===== src/common/wdog_psm_pkg.sv =====
package wdog_psm_pkg;

    // ==========================================================
    // clocking and derived tick rates
    // ==========================================================
    localparam int unsigned CLK_HZ           = 50_000_000;
    localparam int unsigned SLOW_HZ          = 32_768;
    // divide down rounds toward the faster side; error is under 0.1 %
    localparam int unsigned TICK_DIV         = CLK_HZ / SLOW_HZ;
    localparam logic [10:0] TICK_LAST        = 11'(TICK_DIV - 1);
    localparam int unsigned ALARM_HOLD_MS    = 250;
    localparam int unsigned ALARM_HOLD_TICKS =
        ALARM_HOLD_MS * SLOW_HZ / 1000;
    localparam int          HOLD_W           = 14;
    localparam logic [1:0]  FILT_LAST        = 2'h3;

    // ==========================================================
    // watchdog counter
    // ==========================================================
    localparam int          WDOG_CNT_W       = 16;
    localparam logic [3:0]  PRE_MAX          = 4'h7;
    localparam logic [4:0]  WDOG_BASE_SHIFT  = 5'h09;

    // ==========================================================
    // register addresses, reset values and bit positions
    // ==========================================================
    localparam logic [7:0]  WATCHDOG_CONTROL_ADDR       = 8'hc0;
    localparam logic [7:0]  SUPPLY_MONITOR_CONTROL_ADDR      = 8'hdf;
    localparam logic [7:0]  WATCHDOG_CONTROL_RESET      = 8'h10;
    localparam logic [7:0]  SUPPLY_MONITOR_CONTROL_RESET     = 8'hde;
    localparam logic [7:0]  RDATA_UNMAPPED   = 8'h00;

    localparam int          WD_PRE_HI        = 7;
    localparam int          WD_PRE_LO        = 4;
    localparam int          WD_IRQ_SEL       = 3;
    localparam int          WD_FLAG          = 2;
    localparam int          WD_EN            = 1;
    localparam int          WD_UNLOCK        = 0;

    localparam int          PSM_DOK          = 7;
    localparam int          PSM_AOK          = 6;
    localparam int          PSM_ALARM        = 5;
    localparam int          PSM_DTRIP_HI     = 4;
    localparam int          PSM_DTRIP_LO     = 3;
    localparam int          PSM_ATRIP_HI     = 2;
    localparam int          PSM_ATRIP_LO     = 1;
    localparam int          PSM_EN           = 0;

    // ==========================================================
    // write-unlock sequence
    // ==========================================================
    typedef enum {UNLOCK_IDLE, UNLOCK_OWN, UNLOCK_ARMED} unlock_type;

endpackage


===== src/hw/wdog_counter.sv =====
`timescale 1ns/1ps
module wdog_counter
    import wdog_psm_pkg::*;
(
    // clock and reset
    input  wire logic        clk,
    input  wire logic        rst_n,
    // control
    input  wire logic        tick,
    input  wire logic        clear,
    input  wire logic        run,
    input  wire logic [3:0]  prescale,
    // event
    output logic             expire
);

    logic [WDOG_CNT_W-1:0] cnt_r;
    logic [3:0]            pre_eff;
    logic [16:0]           span_w;
    logic                  hit_w;

    // ==========================================================
    // timeout span
    // ==========================================================
    // reserved prescale codes saturate so the span never overflows
    assign pre_eff = (prescale > PRE_MAX) ? PRE_MAX : prescale;
    assign span_w  = 17'h1 << ({1'b0, pre_eff} + WDOG_BASE_SHIFT);
    assign hit_w   = ({1'b0, cnt_r} == (span_w - 17'h1));

    // ==========================================================
    // counter, one step per slow tick
    // ==========================================================
    always_ff @(posedge clk)
    begin
        expire <= 1'b0;
        if (!rst_n || clear || !run)
        begin
            cnt_r <= '0;
        end
        else if (tick)
        begin
            if (hit_w)
            begin
                cnt_r  <= '0;
                expire <= 1'b1;
            end
            else
            begin
                cnt_r <= cnt_r + 16'h1;
            end
        end
    end

endmodule


===== src/hw/supply_filter.sv =====
`timescale 1ns/1ps
module supply_filter
    import wdog_psm_pkg::*;
(
    // clock and reset
    input  wire logic  clk,
    input  wire logic  rst_n,
    // comparator
    input  wire logic  tick,
    input  wire logic  raw,
    output logic       filtered
);

    logic [1:0] cnt_r;

    // ==========================================================
    // change is accepted only after a run of equal slow samples
    // ==========================================================
    // a pulse shorter than the run never reaches the alarm logic
    always_ff @(posedge clk)
    begin
        if (!rst_n)
        begin
            filtered <= 1'b1;
            cnt_r    <= '0;
        end
        else if (tick)
        begin
            if (raw == filtered)
            begin
                cnt_r <= '0;
            end
            else if (cnt_r == FILT_LAST)
            begin
                filtered <= raw;
                cnt_r    <= '0;
            end
            else
            begin
                cnt_r <= cnt_r + 2'h1;
            end
        end
    end

endmodule


===== src/hw/watchdog_and_supply_monitor.sv =====
`timescale 1ns/1ps
module watchdog_and_supply_monitor
    import wdog_psm_pkg::*;
#(
    parameter int unsigned HOLD_TICKS = ALARM_HOLD_TICKS
)
(
    // clock and reset
    input  wire logic        CLK,
    input  wire logic        RST_N,
    // register port from the core
    input  wire logic [7:0]  SFR_ADDR,
    input  wire logic [7:0]  SFR_WDATA,
    input  wire logic        SFR_WE,
    input  wire logic        SFR_RE,
    input  wire logic        INSTR_END,
    output logic      [7:0]  SFR_RDATA,
    // supply comparators
    input  wire logic        DIGITAL_SUPPLY_OK,
    input  wire logic        ANALOG_SUPPLY_OK,
    output logic      [1:0]  DIGITAL_TRIP_SEL,
    output logic      [1:0]  ANALOG_TRIP_SEL,
    // interrupt enable bit held in the core
    input  wire logic        SUPPLY_IRQ_ENABLE,
    // requests to the core
    output logic             WDOG_RESET_REQ,
    output logic             WDOG_NMI_REQ,
    output logic             SUPPLY_IRQ_REQ
);

    // ==========================================================
    // state
    // ==========================================================
    logic [10:0]        div_r;
    logic               tick_r;
    unlock_type         unlock_r;
    unlock_type         unlock_nxt;
    logic [3:0]         prescale_r;
    logic               irq_sel_r;
    logic               wd_flag_r;
    logic               wd_en_r;
    logic [1:0]         dtrip_r;
    logic [1:0]         atrip_r;
    logic               mon_en_r;
    logic               alarm_r;
    logic               alarm_nxt;
    logic [HOLD_W-1:0]  hold_r;
    logic               dig_ok_f;
    logic               ana_ok_f;
    logic               expire_w;

    // ==========================================================
    // decode
    // ==========================================================
    logic wd_hit_w;
    logic psm_hit_w;
    logic commit_w;
    logic kick_w;
    logic wd_reset_w;
    logic wd_irq_w;
    logic supply_low_w;
    logic supply_irq_nxt;
    logic psm_irq_rise_w;
    logic hold_done_w;
    logic sw_alarm_set_w;
    logic sw_alarm_clr_w;
    logic [7:0] wd_read_w;
    logic [7:0] psm_read_w;
    logic [7:0] rdata_nxt;

    assign wd_hit_w  = SFR_WE && (SFR_ADDR == WATCHDOG_CONTROL_ADDR);
    assign psm_hit_w = SFR_WE && (SFR_ADDR == SUPPLY_MONITOR_CONTROL_ADDR);
    // only the write right after the arming instruction lands
    assign commit_w  = wd_hit_w && (unlock_r == UNLOCK_ARMED);
    assign kick_w    = commit_w && SFR_WDATA[WD_EN];
    assign wd_reset_w = expire_w && !irq_sel_r;
    assign wd_irq_w   = expire_w && irq_sel_r;

    // monitor enable masks the comparators before they reach the alarm
    assign supply_low_w = mon_en_r && (!dig_ok_f || !ana_ok_f);
    assign hold_done_w  = (hold_r == HOLD_W'(HOLD_TICKS - 1)) && tick_r;
    assign sw_alarm_set_w = psm_hit_w && SFR_WDATA[PSM_ALARM];
    // a clear attempt while any supply is low is dropped
    assign sw_alarm_clr_w = psm_hit_w && !SFR_WDATA[PSM_ALARM]
                          && dig_ok_f && ana_ok_f;
    // set sources win over both clear paths
    assign alarm_nxt = supply_low_w || sw_alarm_set_w
                     || (alarm_r && !hold_done_w && !sw_alarm_clr_w);
    assign supply_irq_nxt = alarm_nxt && mon_en_r
                          && SUPPLY_IRQ_ENABLE;
    assign psm_irq_rise_w = supply_irq_nxt && !SUPPLY_IRQ_REQ;

    assign wd_read_w  = {prescale_r, irq_sel_r, wd_flag_r, wd_en_r,
                         unlock_r != UNLOCK_IDLE};
    // comparator bits are the live inputs, not the filtered copies
    assign psm_read_w = {DIGITAL_SUPPLY_OK, ANALOG_SUPPLY_OK,
                         alarm_r, dtrip_r, atrip_r, mon_en_r};
    assign rdata_nxt  = (SFR_ADDR == WATCHDOG_CONTROL_ADDR)  ? wd_read_w  :
                        (SFR_ADDR == SUPPLY_MONITOR_CONTROL_ADDR) ? psm_read_w :
                        RDATA_UNMAPPED;

    // ==========================================================
    // slow tick divider
    // ==========================================================
    always_ff @(posedge CLK)
    begin
        if (!RST_N || div_r == TICK_LAST)
        begin
            div_r <= '0;
        end
        else
        begin
            div_r <= div_r + 11'h1;
        end
    end

    always_ff @(posedge CLK)
    begin
        tick_r <= RST_N && (div_r == TICK_LAST);
    end

    // ==========================================================
    // unlock sequence
    // ==========================================================
    // the arming write's own instruction must end before the window opens
    always_comb
    begin
        unlock_nxt = unlock_r;
        unique case (unlock_r)
            UNLOCK_IDLE:
            begin
                if (wd_hit_w && SFR_WDATA[WD_UNLOCK])
                    unlock_nxt = INSTR_END ? UNLOCK_ARMED : UNLOCK_OWN;
            end
            UNLOCK_OWN:
            begin
                if (INSTR_END)
                    unlock_nxt = UNLOCK_ARMED;
            end
            UNLOCK_ARMED:
            begin
                if (wd_hit_w || INSTR_END)
                    unlock_nxt = UNLOCK_IDLE;
            end
        endcase
    end

    always_ff @(posedge CLK)
    begin
        if (!RST_N)
            unlock_r <= UNLOCK_IDLE;
        else
            unlock_r <= unlock_nxt;
    end

    // ==========================================================
    // watchdog control register
    // ==========================================================
    // hardware clears of the enable bit win over a kick in the same cycle
    always_ff @(posedge CLK)
    begin
        if (!RST_N)
        begin
            prescale_r <= WATCHDOG_CONTROL_RESET[WD_PRE_HI:WD_PRE_LO];
            irq_sel_r  <= WATCHDOG_CONTROL_RESET[WD_IRQ_SEL];
            wd_flag_r  <= WATCHDOG_CONTROL_RESET[WD_FLAG];
            wd_en_r    <= WATCHDOG_CONTROL_RESET[WD_EN];
        end
        else
        begin
            if (commit_w)
            begin
                prescale_r <= SFR_WDATA[WD_PRE_HI:WD_PRE_LO];
                irq_sel_r  <= SFR_WDATA[WD_IRQ_SEL];
                wd_en_r    <= SFR_WDATA[WD_EN];
            end
            if (wd_reset_w || psm_irq_rise_w)
                wd_en_r <= 1'b0;
            // a watchdog reset leaves the flag standing; set beats clear
            if (expire_w)
                wd_flag_r <= 1'b1;
            else if (commit_w && !SFR_WDATA[WD_FLAG])
                wd_flag_r <= 1'b0;
        end
    end

    wdog_counter u_wdog_counter
    (
        .clk      (CLK),
        .rst_n    (RST_N),
        .tick     (tick_r),
        .clear    (kick_w),
        .run      (wd_en_r),
        .prescale (prescale_r),
        .expire   (expire_w)
    );

    // ==========================================================
    // watchdog requests to the core
    // ==========================================================
    // the interrupt is a non-maskable level: no global enable gates it
    always_ff @(posedge CLK)
    begin
        if (!RST_N)
        begin
            WDOG_RESET_REQ <= 1'b0;
            WDOG_NMI_REQ   <= 1'b0;
        end
        else
        begin
            WDOG_RESET_REQ <= wd_reset_w;
            WDOG_NMI_REQ   <= wd_irq_w
                           || (WDOG_NMI_REQ && wd_flag_r);
        end
    end

    // ==========================================================
    // supply monitor register
    // ==========================================================
    always_ff @(posedge CLK)
    begin
        if (!RST_N)
        begin
            dtrip_r  <= SUPPLY_MONITOR_CONTROL_RESET[PSM_DTRIP_HI:PSM_DTRIP_LO];
            atrip_r  <= SUPPLY_MONITOR_CONTROL_RESET[PSM_ATRIP_HI:PSM_ATRIP_LO];
            mon_en_r <= SUPPLY_MONITOR_CONTROL_RESET[PSM_EN];
        end
        else if (psm_hit_w)
        begin
            dtrip_r  <= SFR_WDATA[PSM_DTRIP_HI:PSM_DTRIP_LO];
            atrip_r  <= SFR_WDATA[PSM_ATRIP_HI:PSM_ATRIP_LO];
            mon_en_r <= SFR_WDATA[PSM_EN];
        end
    end

    // trip codes go out unchanged; the comparator owns the thresholds
    always_ff @(posedge CLK)
    begin
        if (!RST_N)
        begin
            DIGITAL_TRIP_SEL <= SUPPLY_MONITOR_CONTROL_RESET[PSM_DTRIP_HI:PSM_DTRIP_LO];
            ANALOG_TRIP_SEL  <= SUPPLY_MONITOR_CONTROL_RESET[PSM_ATRIP_HI:PSM_ATRIP_LO];
        end
        else
        begin
            DIGITAL_TRIP_SEL <= dtrip_r;
            ANALOG_TRIP_SEL  <= atrip_r;
        end
    end

    // ==========================================================
    // glitch filters
    // ==========================================================
    supply_filter u_dig_filter
    (
        .clk      (CLK),
        .rst_n    (RST_N),
        .tick     (tick_r),
        .raw      (DIGITAL_SUPPLY_OK),
        .filtered (dig_ok_f)
    );

    supply_filter u_ana_filter
    (
        .clk      (CLK),
        .rst_n    (RST_N),
        .tick     (tick_r),
        .raw      (ANALOG_SUPPLY_OK),
        .filtered (ana_ok_f)
    );

    // ==========================================================
    // alarm flag and hold timer
    // ==========================================================
    always_ff @(posedge CLK)
    begin
        if (!RST_N)
            alarm_r <= SUPPLY_MONITOR_CONTROL_RESET[PSM_ALARM];
        else
            alarm_r <= alarm_nxt;
    end

    // hold runs only while the alarm stands and no supply is low with the monitor enabled
    always_ff @(posedge CLK)
    begin
        if (!RST_N || !alarm_r || supply_low_w)
            hold_r <= '0;
        else if (tick_r)
            hold_r <= hold_r + HOLD_W'(1);
    end

    // ==========================================================
    // register read and supply interrupt
    // ==========================================================
    always_ff @(posedge CLK)
    begin
        if (!RST_N)
        begin
            SFR_RDATA      <= RDATA_UNMAPPED;
            SUPPLY_IRQ_REQ <= 1'b0;
        end
        else
        begin
            if (SFR_RE)
                SFR_RDATA <= rdata_nxt;
            SUPPLY_IRQ_REQ <= supply_irq_nxt;
        end
    end

endmodule


===== config.mk =====
export PLATFORM = sky130hd
export DESIGN_NAME = watchdog_and_supply_monitor
export DESIGN_NICKNAME = d
export VERILOG_FILES = /design/src/common/wdog_psm_pkg.sv /design/src/hw/wdog_counter.sv /design/src/hw/supply_filter.sv /design/src/hw/watchdog_and_supply_monitor.sv
export SDC_FILE = /design/constraint.sdc
export NUM_CORES = 1
export LEC_CHECK = 0
export BUFFER_PORTS_ARGS = -buffer_cell sky130_fd_sc_hd__buf_2
export CORE_MARGIN = 1
export CORE_UTILIZATION = 60
export DETAILED_ROUTE_END_ITERATION = 16
export GPL_ROUTABILITY_DRIVEN = 0
export PLACE_DENSITY = 0.85
export SKIP_LAST_GASP = 1
export SLEW_MARGIN = 20
export SYNTH_ARGS = -nofsm -noshare
export SYNTH_HDL_FRONTEND = slang
export SYNTH_HIERARCHICAL = 1
export SYNTH_SLANG_ARGS = --single-unit

===== constraint.sdc =====
create_clock -name CLK -period 9.6 [get_ports CLK]
set_input_delay 0.48 -clock CLK [delete_from_list [all_inputs] [get_ports CLK]]
set_output_delay 0.48 -clock CLK [all_outputs]
set_load 0.05 [all_outputs]

==> qor.yml, run 1 <==
place_ws_ns: 5.61
cts_max_level: 3
numCtsBuffers: 9
synthFlopType: "dfxtp_1"
cts_max_path_buffers: 2
synth-seq-cells: 79
endpoint_kind: "flop"
drt-initial-drc-count: 295
grt_pass1_vias: 3329
n_antenna_cell: 0
maxCapViolations: 0
firstDrtPassIters: 5
finalSetupViolCount: 0
syn2layout_area_growth_pct: 10.0
period_minus_slack_ns: 4.06
post_cts_resized: 0
clock_latency_ns: 0.36
leakage_nw: 1.78
grt_max_degree: 27
hold_viol_final: 0
synth_top_area_cell: "dfxtp_1"
synth-warning-count: 6
tightest_slew_ns: 0.793
vdd_ir_drop_max_v: 0.000111
drive_above_1_share_pct: 15.3
cp-start-kind: "flop"
worstSetupPathType: "flop to flop"
slew_headroom_pct: 47.1
drv_slew: 0
grt_overflow: 0
cts.sinks: 79
ff2ff_setup_slack_ns: 5.54
initial_core_util_pct: 62.4
grt_antenna_before_repair: 0
rows: 30
synth_cell_type_count: 75
coreArea_um2: 6830
crit_end: "u_wdog_counter/cnt_r[6]$_SDFFE_PP0P_"
hold_buffers: 0
ys_top_cells_by_area: "dfxtp_1 37%, nor2_1 4.9%, mux2i_1 4.5%"
vias: 3603
cts-root-buf: "clkbuf_8"
timing.fmax_mhz: 246
grt_pass1_wl_um: 15200
p_per_area_nw_per_um2: 140
cts_tree: "yes"
drt_wl_total_um: 9180
dieArea_um2: 7440
cp.arrival_ns: 4.28
dp_hpwl_um: 6470
status: "finished, final reports clean"
rsz0062_at_grt: "no"
post-route-drc-count: 0
drtAntennaViolNets: 0
r2r-end: "u_wdog_counter/cnt_r[6]$_SDFFE_PP0P_"
viasPerCell: 5.89
postCtsSetupBuffers: 0
avgSynthCellArea_um2: 8.77
syn_inst: 486
die_y_um: 86.3
grt_use_total_pct: 25.5
io_buffers: 38
clk_pin_slew_worst_paths_ns: 0.09
synth_top_area_share_pct: 37.1
nets: 546
final_cells: 612
dp.cells: 596
synth_nets: 521
hp-class: "input pin to flop"
reg2regPathDepth: 10
netlist_area_um2: 4260
crit_required_ns: 9.82
timing.hold.ws_ns: 0.378
crit_path_start: "prescale_r[3]$_SDFFE_PN0P_"
synthArstFlopShare_pct: 0
tns_ns: 0
io_pins: 39
fin_skew_ns: 0.0132
worstPathMaxFanout: 20
finalWorstSetupSlack_ns: 5.54
synth_edf_count: 0
synth_seq_area_share_pct: 37.1
wl_per_cell_um: 15.0
r2r_start: "prescale_r[3]$_SDFFE_PN0P_"
die_w_um: 86.3
fin_crit_sh_pct: 42.3
-- Yosys cell counts, drive strengths merged, types with 14 or more instances --
library cell / n
a21oi: 22
nand2: 25
nor2: 58
xnor2: 19
xor2: 19
buf: 14
mux2i: 19
inv: 20
nand4: 18
nand2b: 16
dfxtp: 79
nand3: 35
-- cells in the final DEF (no fill, tap or decap), drive strengths merged, types with 3 or more instances in the layout --
cell    count
o21ba       3
nor2       58
a21o       11
and3        5
xor2       19
nand4      18
o21ai      11
nand3b      6
inv        21
nor3        6
nand3      35
o211ai      4
and2        4
dfxtp      79
bufinv      3
ha         11
mux2i      19
nor4        9
nand2b     16
clkbuf     10
and3b       3
a21oi      22
nor4b       4
a211oi      5
and4        3
or3         6
buf        39
nand2      25
xnor2      19
-- where the power goes --
| part | internal, mW | switching [mW] | total [mW] |
|---|---|---|---|
| clock network | 0.175 | 0.129 | 0.304 |
| registers | 0.329 | 0.00133 | 0.330 |
| logic | 0.00911 | 0.0147 | 0.0238 |
| total | 0.513 | 0.145 | 0.658 |
-- layer usage --
metal	GRT usage [%]	vias to the layer above	wire, µm
li1	-	1775	-
met1	32.3	1718	4210
met2	43.0	96	4520
met3	4.29	14	311
met4	10.5	0	144
met5	0	-	0
-- through the flow --
| step | cell area (µm²) | power [mW] | utilization (%) |
|---|---|---|---|
| 2_1_floorplan | 4260 | 0.351 | - |
| 3_3_place_gp | 4440 | 0.360 | 65.0 |
| 3_5_place_dp | 4440 | 0.361 | 65.0 |
| 4_1_cts | 4690 | 0.660 | 68.6 |
| 5_1_grt | 4690 | 0.676 | 68.6 |
| 6_report | 4690 | 0.658 | 68.6 |
-- critical path: stages, from the launching register on --
cell	delay [ns]
dfxtp_1	0.51
or2_2	0.40
ha_1	0.44
or3_1	0.50
ha_1	0.34
o31a_1	0.19
or4_1	0.53
a211oi_2	0.23
nand4_2	0.17
o21ai_2	0.51
nor2_1	0.11
-- logic make-up after synthesis --
group | count (synthesis) | synth area share [%]
and+or+nand+nor | 214 | 28.2
AOI/OAI and AO/OA | 79 | 14.1
DFF | 79 | 37.1
buffers and inverters | 45 | 4.96
xor gates and xnor gates | 38 | 7.81
muxes | 19 | 4.46
adders and majority gates | 11 | 3.23
other | 1 | 0.0880
-- final cells by class --
cell class              instances  area (µm²)
clock buffers                  10         128
clock inverters                 6         118
flip-flops and latches         79        1580
fillers                       554        2140
inverters                      20        75.1
repair buffers                 39         198
well taps                      96         120
multi-input cells             362        2470
-- worst min path at each step --
stage / from / end / slack, ns / cells after the start
floorplan: atrip_r[1]$_SDFFE_PN1N_ / ANALOG_TRIP_SEL[1]$_SDFF_PN1_ / 0.43 / 1
global placement: div_r[0]$_SDFF_PP0_ / div_r[0]$_SDFF_PP0_ / 0.45 / 1
detailed placement: div_r[0]$_SDFF_PP0_ / div_r[0]$_SDFF_PP0_ / 0.46 / 1
CTS: SFR_WDATA[4] / prescale_r[0]$_SDFFE_PN1P_ / 0.36 / 3
global route: SFR_WDATA[4] / prescale_r[0]$_SDFFE_PN1P_ / 0.37 / 3
finish: SFR_WDATA[3] / dtrip_r[0]$_SDFFE_PN1N_ / 0.38 / 3
-- flip-flops by register name, summed over array words and instances, names as in the netlist, 2 cells and up --
signal and count:
ANALOG_TRIP_SEL 2, DIGITAL_TRIP_SEL 2, SFR_RDATA 8, atrip_r 2, div_r 11, dtrip_r 2, hold_r 14, prescale_r 4
u_ana_filter/cnt_r 2, u_dig_filter/cnt_r 2, u_wdog_counter/cnt_r 16, unlock_r 2
Note: power is estimated with default switching activity, not from simulation.
==> run 2, diff against run 1 <==
--- a/config.mk
+++ b/config.mk
@@ -5,12 +5,13 @@
 export SDC_FILE = /design/constraint.sdc
 export NUM_CORES = 1
 export LEC_CHECK = 0
+export ABC_AREA = 1
 export BUFFER_PORTS_ARGS = -buffer_cell sky130_fd_sc_hd__buf_2
 export CORE_MARGIN = 1
-export CORE_UTILIZATION = 60
+export CORE_UTILIZATION = 54
 export DETAILED_ROUTE_END_ITERATION = 16
 export GPL_ROUTABILITY_DRIVEN = 0
-export PLACE_DENSITY = 0.85
+export PLACE_DENSITY = 0.81
 export SKIP_LAST_GASP = 1
 export SLEW_MARGIN = 20
 export SYNTH_ARGS = -nofsm -noshare
==> constraint.sdc (replaced) <==
create_clock -name CLK -period 3.55 [get_ports CLK]
set_input_delay 0.1775 -clock CLK [delete_from_list [all_inputs] [get_ports CLK]]
set_output_delay 0.1775 -clock CLK [all_outputs]
set_load 0.05 [all_outputs]
==> qor.yml, run 2 <==
status: "finished, final reports clean"
drt-initial-drc-count: 283
dieArea_um2: 8170
final_cells: 762
r2r-end: "u_wdog_counter/cnt_r[14]$_SDFFE_PP0P_"
final_cell_mix: "137 x nand2_1, 92 x inv_1, 81 x nor2_1"
worstHoldStart: "SFR_WDATA[4]"
post_cts_resized: 0
cts_max_path_buffers: 2
worstPathMaxFanout: 15
cts_tree: "yes"
synth_top_cells_by_count: "137 x nand2_1, 92 x inv_1, 81 x nor2_1"
drive_above_1_share_pct: 14.9
holdPathEnd: "dtrip_r[1]$_SDFFE_PN1N_"
cts_max_level: 3
post-route-drc-count: 0
combPwrFrac_pct: 10.7
clk_pin_slew_worst_paths_ns: 0.08
leakage_nw: 2.08
coreArea_um2: 7410
finalSetupViolCount: 0
io_buffers: 38
r2r_start: "prescale_r[3]$_SDFFE_PN0P_"
grt_overflow: 0
grt_antenna_before_repair: 0
slew_headroom_pct: 62.8
cts-root-buf: "clkbuf_8"
maxCapViolations: 0
syn2layout_area_growth_pct: 12.2
grt_pass1_vias: 3779
p_clk_share_pct: 39.7
intPower_mw: 1.37
largestRegisters: "u_wdog_counter/cnt_r: 16 flops, hold_r: 14 flops, div_r: 11 flops"
drt_wl_total_um: 9370
cts.sinks: 79
grt_max_degree: 31
reg2regPathDepth: 14
synthFlopType: "dfxtp_1"
initial_core_util_pct: 56.9
ys_top_cells_by_area: "dfxtp_1 37%, nand2_1 12%, inv_1 8.2%"
holdPathStages: 3
clock_latency_ns: 0.35
grt_pass1_wl_um: 16300
synth_edf_count: 0
synth-warning-count: 6
drtAntennaViolNets: 0
n_antenna_cell: 0
syn_inst: 614
io_pins: 39
tightest_slew_ns: 0.558
worstSetupPathType: "flop to flop"
hold_buffers: 0
cp-start-kind: "flop"
dp_hpwl_um: 7150
vias: 3969
hold_viol_final: 0
timing.fmax_mhz: 337
placed_area_um2: 4510
seqPwrFrac_pct: 49.5
ff2ff_setup_slack_ns: 0.58
timing.hold.ws_ns: 0.0712
nets: 693
largest_reg_flops: 16
grt_use_total_pct: 24.5
vdd_ir_drop_max_v: 0.000262
p_per_area_nw_per_um2: 390
numCtsBuffers: 9
synth-seq-cells: 79
tns_ns: 0
synth_top_area_share_pct: 37.5
synthArstFlopShare_pct: 0
switching_share_pct: 25.5
period_minus_slack_ns: 2.97
synth_nets: 649
die_w_um: 90.4
synth_seq_area_share_pct: 37.5
regMostFlops: "u_wdog_counter/cnt_r"
avgSynthCellArea_um2: 6.87
rsz0062_at_grt: "no"
rows: 31
firstDrtPassIters: 5
crit_required_ns: 3.78
wl_per_cell_um: 12.3
synth_top_area_cell: "dfxtp_1"
viasPerCell: 5.21
synth_cell_type_count: 36
die_y_um: 90.4
endpoint_kind: "flop"
final_common_cell: "nand2_1"
p_sw_mw: 0.470
power_mw: 1.84
fin_skew_ns: 0.00745
drv_slew: 0
hp-class: "input pin to flop"
netlist_area_um2: 4220
yosysMostFrequentCell: "nand2_1"
final_cell_area_um2: 4730
postCtsSetupBuffers: 0
fin_crit_sh_pct: 83.6
dp.cells: 746
cp.arrival_ns: 3.20
## run 2: cell count changes after synthesis, sizes merged, moves of 10 or more
| cell | previous run | this run |
|---|---|---|
| a21o | 11 | 0 |
| buf | 14 | 2 |
| inv | 20 | 98 |
| mux2i | 19 | 0 |
| nand2 | 25 | 146 |
| nand2b | 16 | 0 |
| nand3 | 35 | 49 |
| nor2 | 58 | 93 |
| o211ai | 4 | 14 |
| o21ai | 11 | 36 |
| xnor2 | 19 | 5 |
## run 2: cell type report
cell class | count | area, µm²
fillers | 661 | 2670
multi-input cells | 430 | 2230
flip-flops and latches | 79 | 1580
inverters | 99 | 373
repair buffers | 39 | 198
clock buffers | 13 | 179
well taps | 99 | 124
clock inverters | 3 | 47.5
## run 2: worst max-delay path by stage
| stage | startpoint | depth (start not counted) | endpoint |
|---|---|---|---|
| after CTS | prescale_r[3]$_SDFFE_PN0P_ | 14 | u_wdog_counter/cnt_r[14]$_SDFFE_PP0P_ |
| after global routing | prescale_r[3]$_SDFFE_PN0P_ | 14 | u_wdog_counter/cnt_r[9]$_SDFFE_PP0P_ |
| final | prescale_r[3]$_SDFFE_PN0P_ | 14 | u_wdog_counter/cnt_r[14]$_SDFFE_PP0P_ |
| after detailed placement | prescale_r[3]$_SDFFE_PN0P_ | 14 | u_wdog_counter/cnt_r[14]$_SDFFE_PP0P_ |
| after floorplan | prescale_r[3]$_SDFFE_PN0P_ | 15 | u_wdog_counter/cnt_r[8]$_SDFFE_PP0P_ |
| after global placement | prescale_r[3]$_SDFFE_PN0P_ | 14 | u_wdog_counter/cnt_r[6]$_SDFFE_PP0P_ |
## run 2: cells by family (layout without fill, tap and decap cells)
kind of cell	Yosys count	count (layout)	share of synthesized area, %
AND/OR/NAND/NOR	320	320	35.3
AO/OA/AOI/OAI	81	81	10.7
buffers and inverters	105	154	9.61
XOR/XNOR	17	17	3.53
adder cells (fa/ha/maj)	11	11	3.26
flip-flops	79	79	37.5
other	1	1	0.0889
## run 2: stage by stage
step	util (%)	worst slack, ns
floorplan	-	0.932
global placement	60.9	0.780
detailed placement	60.9	0.658
CTS	63.9	0.629
global route	63.9	0.382
finish	63.9	0.583
## run 2: critical path, cell delays in order (launching register included)
cell and delay, ns:
dfxtp_1 0.39, nor2_2 0.29, nor2_4 0.08, ha_1 0.33, nor2_1 0.27, nand2_1 0.14, ha_1 0.31, xor2_1 0.15
o211ai_1 0.10, nor2_1 0.10, nand2_1 0.07, nor2_2 0.12, nand4_1 0.15, nand2_2 0.27, nor2_1 0.08
## run 2: power groups by stage
stage | combinational, mW | clock (mW) | sequential, mW
floorplan | 0.124 | 0 | 0.949
CTS | 0.197 | 0.746 | 0.914
detailed placement | 0.196 | 0 | 0.935
finish | 0.198 | 0.733 | 0.914
global route | 0.222 | 0.784 | 0.917
global placement | 0.184 | 0 | 0.935
## run 2: routing by layer
layer	global-route usage [%]	up-vias	wire [µm]	part of all wire, %
met5	0	-	0	0
met4	10.1	0	231	2.5
met3	5.72	28	448	4.8
met2	42.7	105	4560	49
met1	28.7	1793	4120	44
li1	-	2043	-	-
